===== config.mk =====
export PLATFORM = sky130hd
export DESIGN_NAME = dsfs_submode_select
export DESIGN_NICKNAME = d
export VERILOG_FILES = /design/src/include/dsfs_pkg.sv /design/src/logic/dsfs_feedback_search.sv /design/src/logic/dsfs_loop_seq.sv /design/src/logic/dsfs_submode_select.sv
export SDC_FILE = /design/constraint.sdc
export NUM_CORES = 1
export LEC_CHECK = 0
export BUFFER_PORTS_ARGS = -buffer_cell sky130_fd_sc_hd__buf_2
export CORE_MARGIN = 2
export CORE_UTILIZATION = 30
export DETAILED_ROUTE_END_ITERATION = 10
export GPL_TIMING_DRIVEN = 0
export SYNTH_ARGS = -nofsm -noshare
export SYNTH_HDL_FRONTEND = slang
export SYNTH_SLANG_ARGS = --single-unit

===== constraint.sdc =====
create_clock -name clk -period 7.4 [get_ports clk]
set_input_delay 1.85 -clock clk [delete_from_list [all_inputs] [get_ports clk]]
set_output_delay 1.85 -clock clk [all_outputs]
set_load 0.02 [all_outputs]

===== src/include/dsfs_pkg.sv =====
// shared constants and types of the drive submode and feedback select block
package dsfs_pkg;
	// object dictionary indices
	localparam logic [15:0] IDX_SUBMODE = 16'h3202;
	localparam logic [15:0] IDX_FB_SELECT = 16'h3203;
	localparam logic [15:0] IDX_FB_MAP = 16'h3204;
	localparam logic [7:0] SUB_COUNT = 8'h00;
	localparam logic [7:0] SUB_FIRST = 8'h01;
	// feedback tables: sensorless entry first, three feedbacks in all
	localparam logic [7:0] FB_COUNT = 8'h03;
	localparam logic [15:0] FB_MAP_FIRST = 16'h3380;
	localparam logic [15:0] FB_MAP_SECOND = 16'h3390;
	localparam logic [15:0] FB_MAP_THIRD = 16'h33A0;
	// reset values
	localparam logic [31:0] SUBMODE_RESET = 32'h00000000;
	localparam logic [7:0] FB_SELECT_RESET = 8'h00;
	// bit positions inside one feedback selection byte
	localparam int MASK_POS = 0;
	localparam int MASK_VEL = 1;
	localparam int MASK_COMM = 2;
	localparam int MASK_COUNT = 3;
	// operating mode codes that allow pure torque control
	localparam logic [7:0] MODE_PROFILE_TORQUE = 8'h04;
	localparam logic [7:0] MODE_CYCLIC_TORQUE = 8'h0A;
	// sensor numbers: 1 is the sensorless feedback, search starts at 2
	localparam logic [1:0] SENSORLESS = 2'h1;
	localparam int SEARCH_START = 1;
	localparam int FB_ENTRIES = 3;

	typedef logic [1:0] dsfs_sensor_t;
	typedef logic [FB_ENTRIES-1:0][7:0] dsfs_masks_t;

	// submode word, bit 0 upward: loop, ramp sim, brake, current, align,
	// torque, motor type, slow speed; upper bits are kept but unused
	typedef struct packed {
		logic [23:0] spare;
		logic slowSpeed;
		logic brushlessMotorType;
		logic torqueOnly;
		logic rotorSelfAlignment;
		logic currentLowering;
		logic brakeAuto;
		logic speedRampSimulation;
		logic loopTypeSelect;
	} dsfs_submode_s;

	// sensor chosen for each controller
	typedef struct packed {
		dsfs_sensor_t comm;
		dsfs_sensor_t vel;
		dsfs_sensor_t pos;
	} dsfs_src_s;

	typedef enum logic [1:0] {
		LOOP_OPEN,
		LOOP_WAIT_INDEX,
		LOOP_ALIGN,
		LOOP_CLOSED
	} dsfs_loop_e;
endpackage : dsfs_pkg


===== src/logic/dsfs_feedback_search.sv =====
// first-match sensor search for one controller over the active masks
`timescale 1ns/10ps
module dsfs_feedback_search #(
	parameter int MASK_BIT = 0
) (
	input wire dsfs_pkg::dsfs_masks_t masks,
	output dsfs_pkg::dsfs_sensor_t sensor
);
	// scan downward so the lowest matching entry wins; sensorless if none
	always_comb begin
		sensor = dsfs_pkg::SENSORLESS;
		for (int i = dsfs_pkg::FB_ENTRIES - 1; i >= dsfs_pkg::SEARCH_START; i--) begin
			if (masks[i][MASK_BIT]) begin
				sensor = 2'(i + 1); // [RULE_15]
			end
		end
	end
endmodule : dsfs_feedback_search


===== src/logic/dsfs_loop_seq.sv =====
// open to closed loop sequencer with alignment and index wait
`timescale 1ns/10ps
module dsfs_loop_seq (
	input wire logic clk,
	input wire logic reset,
	input wire logic wantClosed,
	input wire logic selfAlign,
	input wire logic commHasIndex,
	input wire logic indexSeen,
	input wire logic alignDone,
	output logic closedRun,
	output logic alignRun
);
	dsfs_pkg::dsfs_loop_e state_r;

	// leaving closed loop selection always drops back to open loop
	always_ff @(posedge clk or posedge reset) begin
		if (reset) begin
			state_r <= dsfs_pkg::LOOP_OPEN;
		end else if (!wantClosed) begin
			state_r <= dsfs_pkg::LOOP_OPEN; // [RULE_01]
		end else begin
			unique case (state_r)
				dsfs_pkg::LOOP_OPEN: begin
					// no index on the encoder forces alignment
					if (selfAlign || !commHasIndex) begin
						state_r <= dsfs_pkg::LOOP_ALIGN; // [RULE_06] [RULE_08]
					end else begin
						state_r <= dsfs_pkg::LOOP_WAIT_INDEX; // [RULE_07]
					end
				end
				dsfs_pkg::LOOP_WAIT_INDEX: begin
					// an encoder that loses its index while we wait can never close
					if (!commHasIndex) begin
						state_r <= dsfs_pkg::LOOP_ALIGN; // [RULE_08]
					end else if (indexSeen) begin
						state_r <= dsfs_pkg::LOOP_CLOSED; // [RULE_07]
					end
				end
				dsfs_pkg::LOOP_ALIGN: begin
					if (alignDone) begin
						state_r <= dsfs_pkg::LOOP_CLOSED; // [RULE_06]
					end
				end
				dsfs_pkg::LOOP_CLOSED: begin
					state_r <= dsfs_pkg::LOOP_CLOSED;
				end
			endcase
		end
	end

	assign closedRun = (state_r == dsfs_pkg::LOOP_CLOSED);
	assign alignRun = (state_r == dsfs_pkg::LOOP_ALIGN);
endmodule : dsfs_loop_seq


===== src/logic/dsfs_submode_select.sv =====
// submode word, feedback selection and mapping objects of the drive
`timescale 1ns/10ps
// What this block does
// RULE_01: submode bit 0 picks open loop at zero, closed loop at one.
// RULE_02: loop type cannot change while operation is enabled.
// RULE_03: ramp simulation flag runs speed modes as S-ramp position changes.
// RULE_04: brake flag enables automatic holding brake control.
// RULE_05: current lowering flag reduces winding current in open loop only.
// RULE_06: with closed loop and alignment flag, align in open loop then close.
// RULE_07: without alignment, stay open loop until encoder index is seen.
// RULE_08: encoder without index always forces alignment.
// RULE_09: torque flag alone acts only in the two torque modes.
// RULE_10: motor type flag marks a brushless DC motor.
// RULE_11: slow speed mode needs closed loop already running.
// RULE_12: selection writes while enabled wait for next entry into enabled.
// RULE_13: selection byte bits: 0 position, 1 velocity, 2 commutation.
// RULE_14: first entry is always the sensorless feedback.
// RULE_15: search from sensor 2 upward, first set mask bit wins.
// RULE_16: open loop ignores commutation bit, keeps position and velocity.
// RULE_17: both tables report three entries.
// RULE_18: mapping entries read 3380, 3390 and 33A0.
// RULE_19: each submode flag has its own fixed bit.
module dsfs_submode_select (
	input wire logic clk,
	input wire logic reset,
	input wire logic opEnabled,
	input wire logic [7:0] opMode,
	input wire logic commHasIndex,
	input wire logic indexSeen,
	input wire logic alignDone,
	input wire logic [15:0] objIndex,
	input wire logic [7:0] objSub,
	input wire logic objWr,
	input wire logic objRd,
	input wire logic [31:0] objWrData,
	output logic [31:0] objRdData,
	output logic objAck,
	output logic objErr,
	output logic loopClosed,
	output logic alignActive,
	output logic speedSimOn,
	output logic brakeAutoOn,
	output logic currentLowerOn,
	output logic torqueOnlyOn,
	output logic brushlessOn,
	output logic slowSpeedOn,
	output dsfs_pkg::dsfs_src_s fbSrc
);
	dsfs_pkg::dsfs_submode_s submode_r;
	dsfs_pkg::dsfs_masks_t selBuf_r;
	dsfs_pkg::dsfs_masks_t selActive_r;
	logic opEnPrev_r;
	logic closedRun;
	logic alignRun;
	logic hitSub;
	logic hitSel;
	logic hitMap;
	logic subInTable;
	logic [1:0] entry;
	logic wrOk;
	logic loopRefused;
	logic [31:0] rdVal;
	logic rdOk;
	logic [dsfs_pkg::MASK_COUNT-1:0][1:0] found;

	// object decode
	assign hitSub = (objIndex == dsfs_pkg::IDX_SUBMODE) && (objSub == dsfs_pkg::SUB_COUNT);
	assign hitSel = (objIndex == dsfs_pkg::IDX_FB_SELECT);
	assign hitMap = (objIndex == dsfs_pkg::IDX_FB_MAP);
	assign subInTable = (objSub >= dsfs_pkg::SUB_FIRST) && (objSub <= dsfs_pkg::FB_COUNT);
	assign entry = objSub[1:0] - 2'h1;
	assign wrOk = hitSub || (hitSel && subInTable);
	// a loop change while enabled is refused and flagged
	assign loopRefused = hitSub && opEnabled &&
		(objWrData[0] != submode_r.loopTypeSelect); // [RULE_02]

	// read mux; counts and mapping table are constants
	always_comb begin
		rdVal = 32'h00000000;
		rdOk = 1'b0;
		if (hitSub) begin
			rdVal = submode_r;
			rdOk = 1'b1;
		end else if ((hitSel || hitMap) && objSub == dsfs_pkg::SUB_COUNT) begin
			rdVal = {24'h000000, dsfs_pkg::FB_COUNT}; // [RULE_17]
			rdOk = 1'b1;
		end else if (hitSel && subInTable) begin
			rdVal = {24'h000000, selBuf_r[entry]};
			rdOk = 1'b1;
		end else if (hitMap && subInTable) begin
			rdOk = 1'b1;
			unique case (entry)
				2'h0: rdVal = {16'h0000, dsfs_pkg::FB_MAP_FIRST}; // [RULE_18] [RULE_14]
				2'h1: rdVal = {16'h0000, dsfs_pkg::FB_MAP_SECOND}; // [RULE_18]
				default: rdVal = {16'h0000, dsfs_pkg::FB_MAP_THIRD}; // [RULE_18]
			endcase
		end
	end

	// submode word; bit 0 keeps its value while enabled
	always_ff @(posedge clk or posedge reset) begin
		if (reset) begin
			submode_r <= dsfs_pkg::SUBMODE_RESET;
		end else if (objWr && hitSub) begin
			submode_r <= objWrData; // [RULE_19]
			if (opEnabled) begin
				submode_r.loopTypeSelect <= submode_r.loopTypeSelect; // [RULE_02]
			end
		end
	end

	// host-visible selection buffer, written at any time
	always_ff @(posedge clk or posedge reset) begin
		if (reset) begin
			selBuf_r <= {dsfs_pkg::FB_ENTRIES{dsfs_pkg::FB_SELECT_RESET}};
		end else if (objWr && hitSel && subInTable) begin
			selBuf_r[entry] <= objWrData[7:0]; // [RULE_13]
		end
	end

	// masks in use are taken only on the edge into operation enabled,
	// so a write during a move can never switch sensors under the motor
	always_ff @(posedge clk or posedge reset) begin
		if (reset) begin
			opEnPrev_r <= 1'b0;
			selActive_r <= {dsfs_pkg::FB_ENTRIES{dsfs_pkg::FB_SELECT_RESET}};
		end else begin
			opEnPrev_r <= opEnabled;
			if (opEnabled && !opEnPrev_r) begin
				selActive_r <= selBuf_r; // [RULE_12]
			end
		end
	end

	// access answer one cycle after the request; write wins over read
	always_ff @(posedge clk or posedge reset) begin
		if (reset) begin
			objAck <= 1'b0;
			objErr <= 1'b0;
			objRdData <= 32'h00000000;
		end else begin
			objAck <= objWr || objRd;
			if (objWr) begin
				objErr <= !wrOk || loopRefused; // [RULE_02]
				objRdData <= 32'h00000000;
			end else if (objRd) begin
				objErr <= !rdOk;
				objRdData <= rdVal;
			end else begin
				objErr <= 1'b0;
				objRdData <= 32'h00000000;
			end
		end
	end

	dsfs_loop_seq loopSeq (
		.clk(clk),
		.reset(reset),
		.wantClosed(submode_r.loopTypeSelect),
		.selfAlign(submode_r.rotorSelfAlignment),
		.commHasIndex(commHasIndex),
		.indexSeen(indexSeen),
		.alignDone(alignDone),
		.closedRun(closedRun),
		.alignRun(alignRun)
	);

	// one search per controller: position, velocity, commutation
	for (genvar g = 0; g < dsfs_pkg::MASK_COUNT; g++) begin : gSearch
		dsfs_feedback_search #(
			.MASK_BIT(g)
		) search (
			.masks(selActive_r),
			.sensor(found[g])
		);
	end

	// registered mode outputs
	always_ff @(posedge clk or posedge reset) begin
		if (reset) begin
			loopClosed <= 1'b0;
			alignActive <= 1'b0;
			speedSimOn <= 1'b0;
			brakeAutoOn <= 1'b0;
			currentLowerOn <= 1'b0;
			torqueOnlyOn <= 1'b0;
			brushlessOn <= 1'b0;
			slowSpeedOn <= 1'b0;
		end else begin
			loopClosed <= closedRun; // [RULE_01] [RULE_07]
			alignActive <= alignRun; // [RULE_06]
			speedSimOn <= submode_r.speedRampSimulation; // [RULE_03]
			brakeAutoOn <= submode_r.brakeAuto; // [RULE_04]
			currentLowerOn <= submode_r.currentLowering && !closedRun; // [RULE_05]
			torqueOnlyOn <= submode_r.torqueOnly &&
				(opMode == dsfs_pkg::MODE_PROFILE_TORQUE ||
				opMode == dsfs_pkg::MODE_CYCLIC_TORQUE); // [RULE_09]
			brushlessOn <= submode_r.brushlessMotorType; // [RULE_10]
			slowSpeedOn <= submode_r.slowSpeed && closedRun; // [RULE_11]
		end
	end

	// sources; commutation falls back to sensorless in open loop
	always_ff @(posedge clk or posedge reset) begin
		if (reset) begin
			fbSrc <= {3{dsfs_pkg::SENSORLESS}};
		end else begin
			fbSrc.pos <= found[dsfs_pkg::MASK_POS]; // [RULE_15]
			fbSrc.vel <= found[dsfs_pkg::MASK_VEL]; // [RULE_16]
			fbSrc.comm <= submode_r.loopTypeSelect ?
				found[dsfs_pkg::MASK_COMM] : dsfs_pkg::SENSORLESS; // [RULE_16]
		end
	end

	AST_LOOP_LOCKED: assert property ( // [RULE_02]
		@(posedge clk) disable iff (reset)
		(objWr && hitSub && opEnabled) |=> $stable(submode_r.loopTypeSelect))
		else $error("loop type changed while enabled");

	AST_LOOP_REFUSE_FLAG: assert property ( // [RULE_02]
		@(posedge clk) disable iff (reset)
		(objWr && loopRefused) |=> (objAck && objErr))
		else $error("refused loop change not flagged");

	AST_SEL_HELD: assert property ( // [RULE_12]
		@(posedge clk) disable iff (reset)
		(opEnPrev_r && opEnabled) |=> $stable(selActive_r))
		else $error("active masks changed while enabled");

	AST_SEL_TAKEN: assert property ( // [RULE_12]
		@(posedge clk) disable iff (reset)
		(!opEnPrev_r && opEnabled) |=> (selActive_r == $past(selBuf_r)))
		else $error("masks not taken on entry to enabled");

	AST_COUNT_READ: assert property ( // [RULE_17]
		@(posedge clk) disable iff (reset)
		(objRd && !objWr && hitSel && objSub == 8'h00)
		|=> (objAck && !objErr && objRdData == 32'h00000003))
		else $error("selection count wrong");

	AST_MAP_THIRD: assert property ( // [RULE_18]
		@(posedge clk) disable iff (reset)
		(objRd && !objWr && hitMap && objSub == 8'h03)
		|=> (objRdData == 32'h000033A0))
		else $error("third mapping entry wrong");

	AST_MAP_RO: assert property ( // [RULE_18]
		@(posedge clk) disable iff (reset)
		(objWr && hitMap) |=> objErr)
		else $error("write to mapping not refused");

	AST_TORQUE_MODE: assert property ( // [RULE_09]
		@(posedge clk) disable iff (reset)
		torqueOnlyOn |-> ($past(submode_r.torqueOnly) &&
		($past(opMode) == 8'h04 || $past(opMode) == 8'h0A)))
		else $error("torque only outside torque modes");

	AST_SLOW_NEEDS_CLOSED: assert property ( // [RULE_11]
		@(posedge clk) disable iff (reset)
		slowSpeedOn |-> loopClosed)
		else $error("slow speed without closed loop");

	AST_CUR_OPEN_ONLY: assert property ( // [RULE_05]
		@(posedge clk) disable iff (reset)
		(submode_r.currentLowering && !closedRun) |=> currentLowerOn)
		else $error("current lowering missing in open loop");

	AST_COMM_OPEN: assert property ( // [RULE_16]
		@(posedge clk) disable iff (reset)
		!submode_r.loopTypeSelect |=> (fbSrc.comm == 2'h1))
		else $error("commutation source used in open loop");

	AST_NO_INDEX_ALIGN: assert property ( // [RULE_08]
		@(posedge clk) disable iff (reset)
		(submode_r.loopTypeSelect && !closedRun && !alignRun && !commHasIndex
		&& !$past(closedRun)) |=> alignRun)
		else $error("no alignment for index-less encoder");

	AST_WAIT_INDEX: assert property ( // [RULE_07]
		@(posedge clk) disable iff (reset)
		(!alignRun && !closedRun && !indexSeen) |=> !closedRun)
		else $error("closed loop without index or alignment");

	AST_SEARCH_FIRST: assert property ( // [RULE_15]
		@(posedge clk) disable iff (reset)
		(selActive_r[1][0]) |=> (fbSrc.pos == 2'h2))
		else $error("sensor 2 not chosen first for position");

	// plain flag copies lag the stored word by exactly one cycle
	AST_SPEED_SIM: assert property ( // [RULE_03]
		@(posedge clk) disable iff (reset)
		1'b1 |=> (speedSimOn == $past(submode_r.speedRampSimulation)))
		else $error("ramp simulation output does not follow its flag");

	AST_BRAKE_AUTO: assert property ( // [RULE_04]
		@(posedge clk) disable iff (reset)
		1'b1 |=> (brakeAutoOn == $past(submode_r.brakeAuto)))
		else $error("brake output does not follow its flag");

	AST_BRUSHLESS: assert property ( // [RULE_10]
		@(posedge clk) disable iff (reset)
		1'b1 |=> (brushlessOn == $past(submode_r.brushlessMotorType)))
		else $error("motor type output does not follow its flag");

	AST_SENSORLESS_FALLBACK: assert property ( // [RULE_14]
		@(posedge clk) disable iff (reset)
		!(selActive_r[1][0] || selActive_r[2][0]) |=> (fbSrc.pos == 2'h1))
		else $error("position source not sensorless without a mask");
endmodule : dsfs_submode_select


# After elaboration in Yosys (flattened, before gate mapping)
# Index checks and enable logic that the tools add are counted.
# W data, S select, Z words.
[classes]
mux = 31
add_sub_neg = 1
eq_ne = 12
bitwise = 1
n_lt_le_gt_ge = 4
reduce_logical = 31
[ops]
columns = ["cell", "n"]
rows = [
  ["$mux W32", 3],
  ["$eq A16 B14 Y1 const B", 3],
  ["$mux W14", 3],
  ["$bwmux W24", 1],
  ["$mux W2", 12],
  ["$bmux W8 S2", 1],
  ["$demux W8 S2", 1],
  ["$mux W8", 2],
  ["$logic_and A1 B1 Y1", 15],
  ["$pmux W6 S2", 1],
  ["$eq A8 B3 Y1 const B", 1],
  ["$eq A8 B4 Y1 const B", 1],
  ["$ge A8 B1 Y1 const B", 1],
  ["$le A8 B2 Y1 const B", 1],
  ["$logic_not A8 Y1", 1],
  ["$pmux W2 S4", 1],
  ["$logic_or A1 B1 Y1", 6],
  ["$mux W1", 6],
  ["$logic_not A1 Y1", 5],
  ["$eq A2 B1 Y1 const B", 2],
  ["$eq A2 B2 Y1 const B", 2],
  ["$logic_not A2 Y1", 2],
  ["$ne A4 B4 Y1 const B", 1],
  ["$reduce_and A2 Y1", 2],
  ["other kinds (6)", 6],
]
[word_totals]
inputBits = 72
register_bits = 113
word_cells = 110
out_inout_bits = 48

# Logic depth before layout (Yosys ltp)
[depth]
depth_word = 10
ltp_mapped = 8
ltp_nobuf = 6

# Hierarchy
# From an unflattened synthesis, not the netlist that was laid out.
[hier_totals]
hier_cells = 370
hier_area_um2 = 5323.9
[by_module_without_submodules]
columns = ["mod", "area_per_inst_um2", "n_inst", "seq_area_each_um2", "cells_each"]
rows = [
  ["dsfs_submode_select", 5183.7, 1, 3231.8, 350],
  ["dsfs_loop_seq", 110.1, 1, 50.0, 14],
  ["dsfs_feedback_search", 10.0, 3, 0.0, 2],
]

# Worst setup path after synthesis
# No wires, ideal clock.
[synth_timing]
path_kind = "input-to-reg"
from = "input objSub[0]"
to = "register submode_r[1] in the netlist's numbering"
arrival_time_ns = 3.378
path_slack_ns = 3.898
required_time_ns = 7.275
path_stages = 7
n_path_buf = 1
setup_ns = 0.125
cell_sequence = "inv_1 ha_1 nor2b_1 nand4_2 nor3_4 buf_6 mux2_2"
[synth_between]
elab_chain_len = 3
[synth_rtl]
columns = ["item", "line_no", "source"]
rows = [
  ["start, declared", "dsfs_submode_select.sv:32", "input wire logic [7:0] objSub,"],
  ["$logic_not A8 Y1", "dsfs_submode_select.sv:67", "assign hitSub = (objIndex == dsfs_pkg::IDX_SUBMODE) && (objSub == dsfs_pkg::SUB_COUNT);"],
  ["$logic_and A1 B1 Y1", "dsfs_submode_select.sv:67", ""],
  ["$logic_and A1 B1 Y1", "dsfs_submode_select.sv:104", "end else if (objWr && hitSub) begin"],
  ["end signal, assigned", "dsfs_submode_select.sv:103", "submode_r <= dsfs_pkg::SUBMODE_RESET;"],
  ["end signal, assigned", "dsfs_submode_select.sv:105", "submode_r <= objWrData;"],
  ["end, declared", "dsfs_submode_select.sv:49", "dsfs_pkg::dsfs_submode_s submode_r;"],
]
# No other way between the ends.
# A chain may end at the register's enable or synchronous reset.

# Final worst setup path
# Ends and elaborated chain as after synthesis.

==> reports/metrics.csv <==
metric,value,unit
outcome,completed,
clock_latency,0.41,ns
ant_nets,0,
vias,3106,
grt_max_degree,65,
p_leak,3.26,nW
clk_pin_slew,0.06,ns
reg2reg_depth,2,
avgSynthCellArea,14.3,sq um
drc,0,
synthArstFlopShare,1.00,
hold_buffers,0,
tns,0,ns
worst_slew_pin_slew,0.805,ns
ys_types,52,
yosysSeqAreaShare,0.607,
synth_area,0.00467,sq mm
rsz0062_at_grt,no,
avgViaCountPerCell,4.65,
layout-drive-gt1-share,0.495,
io_buffers,119,
synth_cells,327,
drtPass1Iterations,4,
syn_nets,405,
nets,544,
clockBufferDepth,2,
place_congestion,0.861,
dieHeight,129,um
reg2reg_to,torqueOnlyOn,
fp.dieArea,0.0166,sq mm
maxCapViolations,0,
reg2reg_setup_slack,6.08,ns
cp_max_fo,10,
ys.flop_type,dfrtp_1,
yosysWarnings,0,
synthToLayoutAreaGrowth,31.9,%
clock_skew,0.00652,ns
crit_path_end,submode_r[1],
cp-start-kind,primary input,
synth_edf_count,0,
ys_ff_latch,113,
finalCritPeriodShare,0.503,
worstPathArrival,4.01,ns
worstReg2RegStart,submode_r[5],
critPathCaptureType,register,
grt_pass1_wl,17000,um
cts_tree,done,
relSlewSlack,0.463,
rows,45,
hold_path.class,reg2reg,
cts.sinks,113,
finalSetupViolations,0,
fmax,269,MHz
track_usage,0.136,
cts_buffers,17,
root_buffer,clkbuf_16,
drv_slew,0,
ir_drop,0.000154,V
post_cts_buffers,0,
holdWs,0.389,ns
start_util,0.307,
crit_start,objSub[0],
final_util,0.405,
postRouteWirelength,10700,um
hpwl,7720,um
antenna_found_initial,1,
criticalPathCategory,in2reg,
wire_per_inst,16.0,um
coreArea,0.0152,sq mm
h-tree-depth,4,
die_x,129,um
first_iter_violations,189,
hold_violations,0,
layout_min_cycle_time,3.72,ns
overflow,0,
min_delay_path_depth,1,
io_pins,120,
power_density,249,mW/mm^2
cts_resized,0,
cp_data_required_time,7.69,ns
grt_pass1_vias,3284,
[stage by stage]
step | power (mW) | cell area, sq um | setup WS (ns) | instances
floorplan | 0.658 | 4670 | 2.57 | 327
detailed placement | 0.693 | 5530 | 3.26 | 635
global route | 1.59 | 6160 | 3.53 | 667
global placement | 0.689 | 5500 | 1.46 | 634
finish | 1.54 | 6160 | 3.68 | 668
CTS | 1.56 | 6160 | 3.65 | 667
[cell usage in the layout, fill, tap and decap left out, types with 2 or more instances in the layout]
master	n
buf_2	122
dfrtp_1	110
mux2_2	56
and2_1	23
clkbuf_16	17
nor2_1	9
mux2_1	9
inv_1	7
a21oi_1	7
nand2_1	6
ha_1	6
nor2b_1	5
mux2i_1	5
o2bb2ai_1	5
nand3_1	5
a21o_1	5
and4_1	4
nor4_1	4
bufinv_16	4
nand2b_1	3
nand4_4	3
buf_6	3
clkbuf_1	3
a22oi_1	3
or2_2	3
clkinv_2	3
clkinv_4	3
dfstp_2	3
nor4_4	2
buf_4	2
and3_1	2
o31ai_1	2
o22ai_1	2
o21a_1	2
a22o_1	2
a211oi_1	2
a21boi_0	2
clkinvlp_4	2
[layer usage]
layer | GRT usage | vias up | wire length, um
met5 | 0 | - | 0
met4 | 0.0582 | 0 | 215
met3 | 0.0503 | 15 | 708
met2 | 0.217 | 113 | 5190
met1 | 0.167 | 1521 | 4600
li1 | - | 1457 | -
[final cells by class]
| type | count | area [sq um] |
|---|---|---|
| inverters | 8 | 32.5 |
| plain buffers | 11 | 76.3 |
| diodes | 1 | 2.50 |
| well taps | 188 | 235 |
| clock buffers | 19 | 443 |
| multi-input cells | 195 | 1730 |
| clock inverters | 13 | 185 |
| flip-flops and latches | 113 | 2830 |
| fillers | 1459 | 9040 |
| repair buffers | 120 | 623 |
[cell usage after synthesis (4+ instances only)]
cell type / count / share of area
dfrtp_1: 110 / 0.59
mux2_2: 56 / 0.14
and2_1: 23 / 0.031
mux2_1: 9 / 0.022
nor2_1: 9 / 0.0072
inv_1: 8 / 0.0064
a21oi_1: 7 / 0.0075
ha_1: 6 / 0.016
nand2_1: 6 / 0.0048
a21o_1: 5 / 0.0080
mux2i_1: 5 / 0.011
nand3_1: 5 / 0.0054
nor2b_1: 5 / 0.0067
o2bb2ai_1: 5 / 0.0094
and4_1: 4 / 0.0075
nor4_1: 4 / 0.0054
[logic make-up after synthesis]
kind of cell / synth area share
compound gates: 0.0616
xor+xnor: 0.00188
fa+ha+maj: 0.0161
buf+inv: 0.0228
flops: 0.607
mux: 0.168
simple gates: 0.124
[power by group]
part | switching [mW] | total (mW) | internal [mW]
Combinational | 0.0375 | 0.0613 | 0.0238
Sequential | 0.000287 | 0.620 | 0.620
Clock | 0.283 | 0.855 | 0.572
Total | 0.321 | 1.54 | 1.22
[sequential cells by signal, indices dropped and copies added, names as in the netlist, 2 cells and up]
name,count
selActive_r,6
loopSeq.state_r,2
objRdData,32
fbSrc,6
submode_r,32
selBuf_r,24
[worst min-delay path by stage]
stage,startpoint,to,slack (ns)
after detailed placement,submode_r[6],brushlessOn,0.39
after CTS,selActive_r[8],fbSrc[0],0.39
after global placement,submode_r[6],brushlessOn,0.38
after global routing,submode_r[6],brushlessOn,0.42
final,selActive_r[8],fbSrc[0],0.39
after floorplan,submode_r[2],brakeAutoOn,0.37
[worst max-delay path, cell delays in order]
cell and delay, ns:
buf_2 0.16, inv_1 0.26, ha_1 0.34, nor2b_1 0.20, nand4_2 0.25, nor3_4 0.37
buf_6 0.23, mux2_2 0.34
No activity file was read; power rests on OpenSTA's default activity.
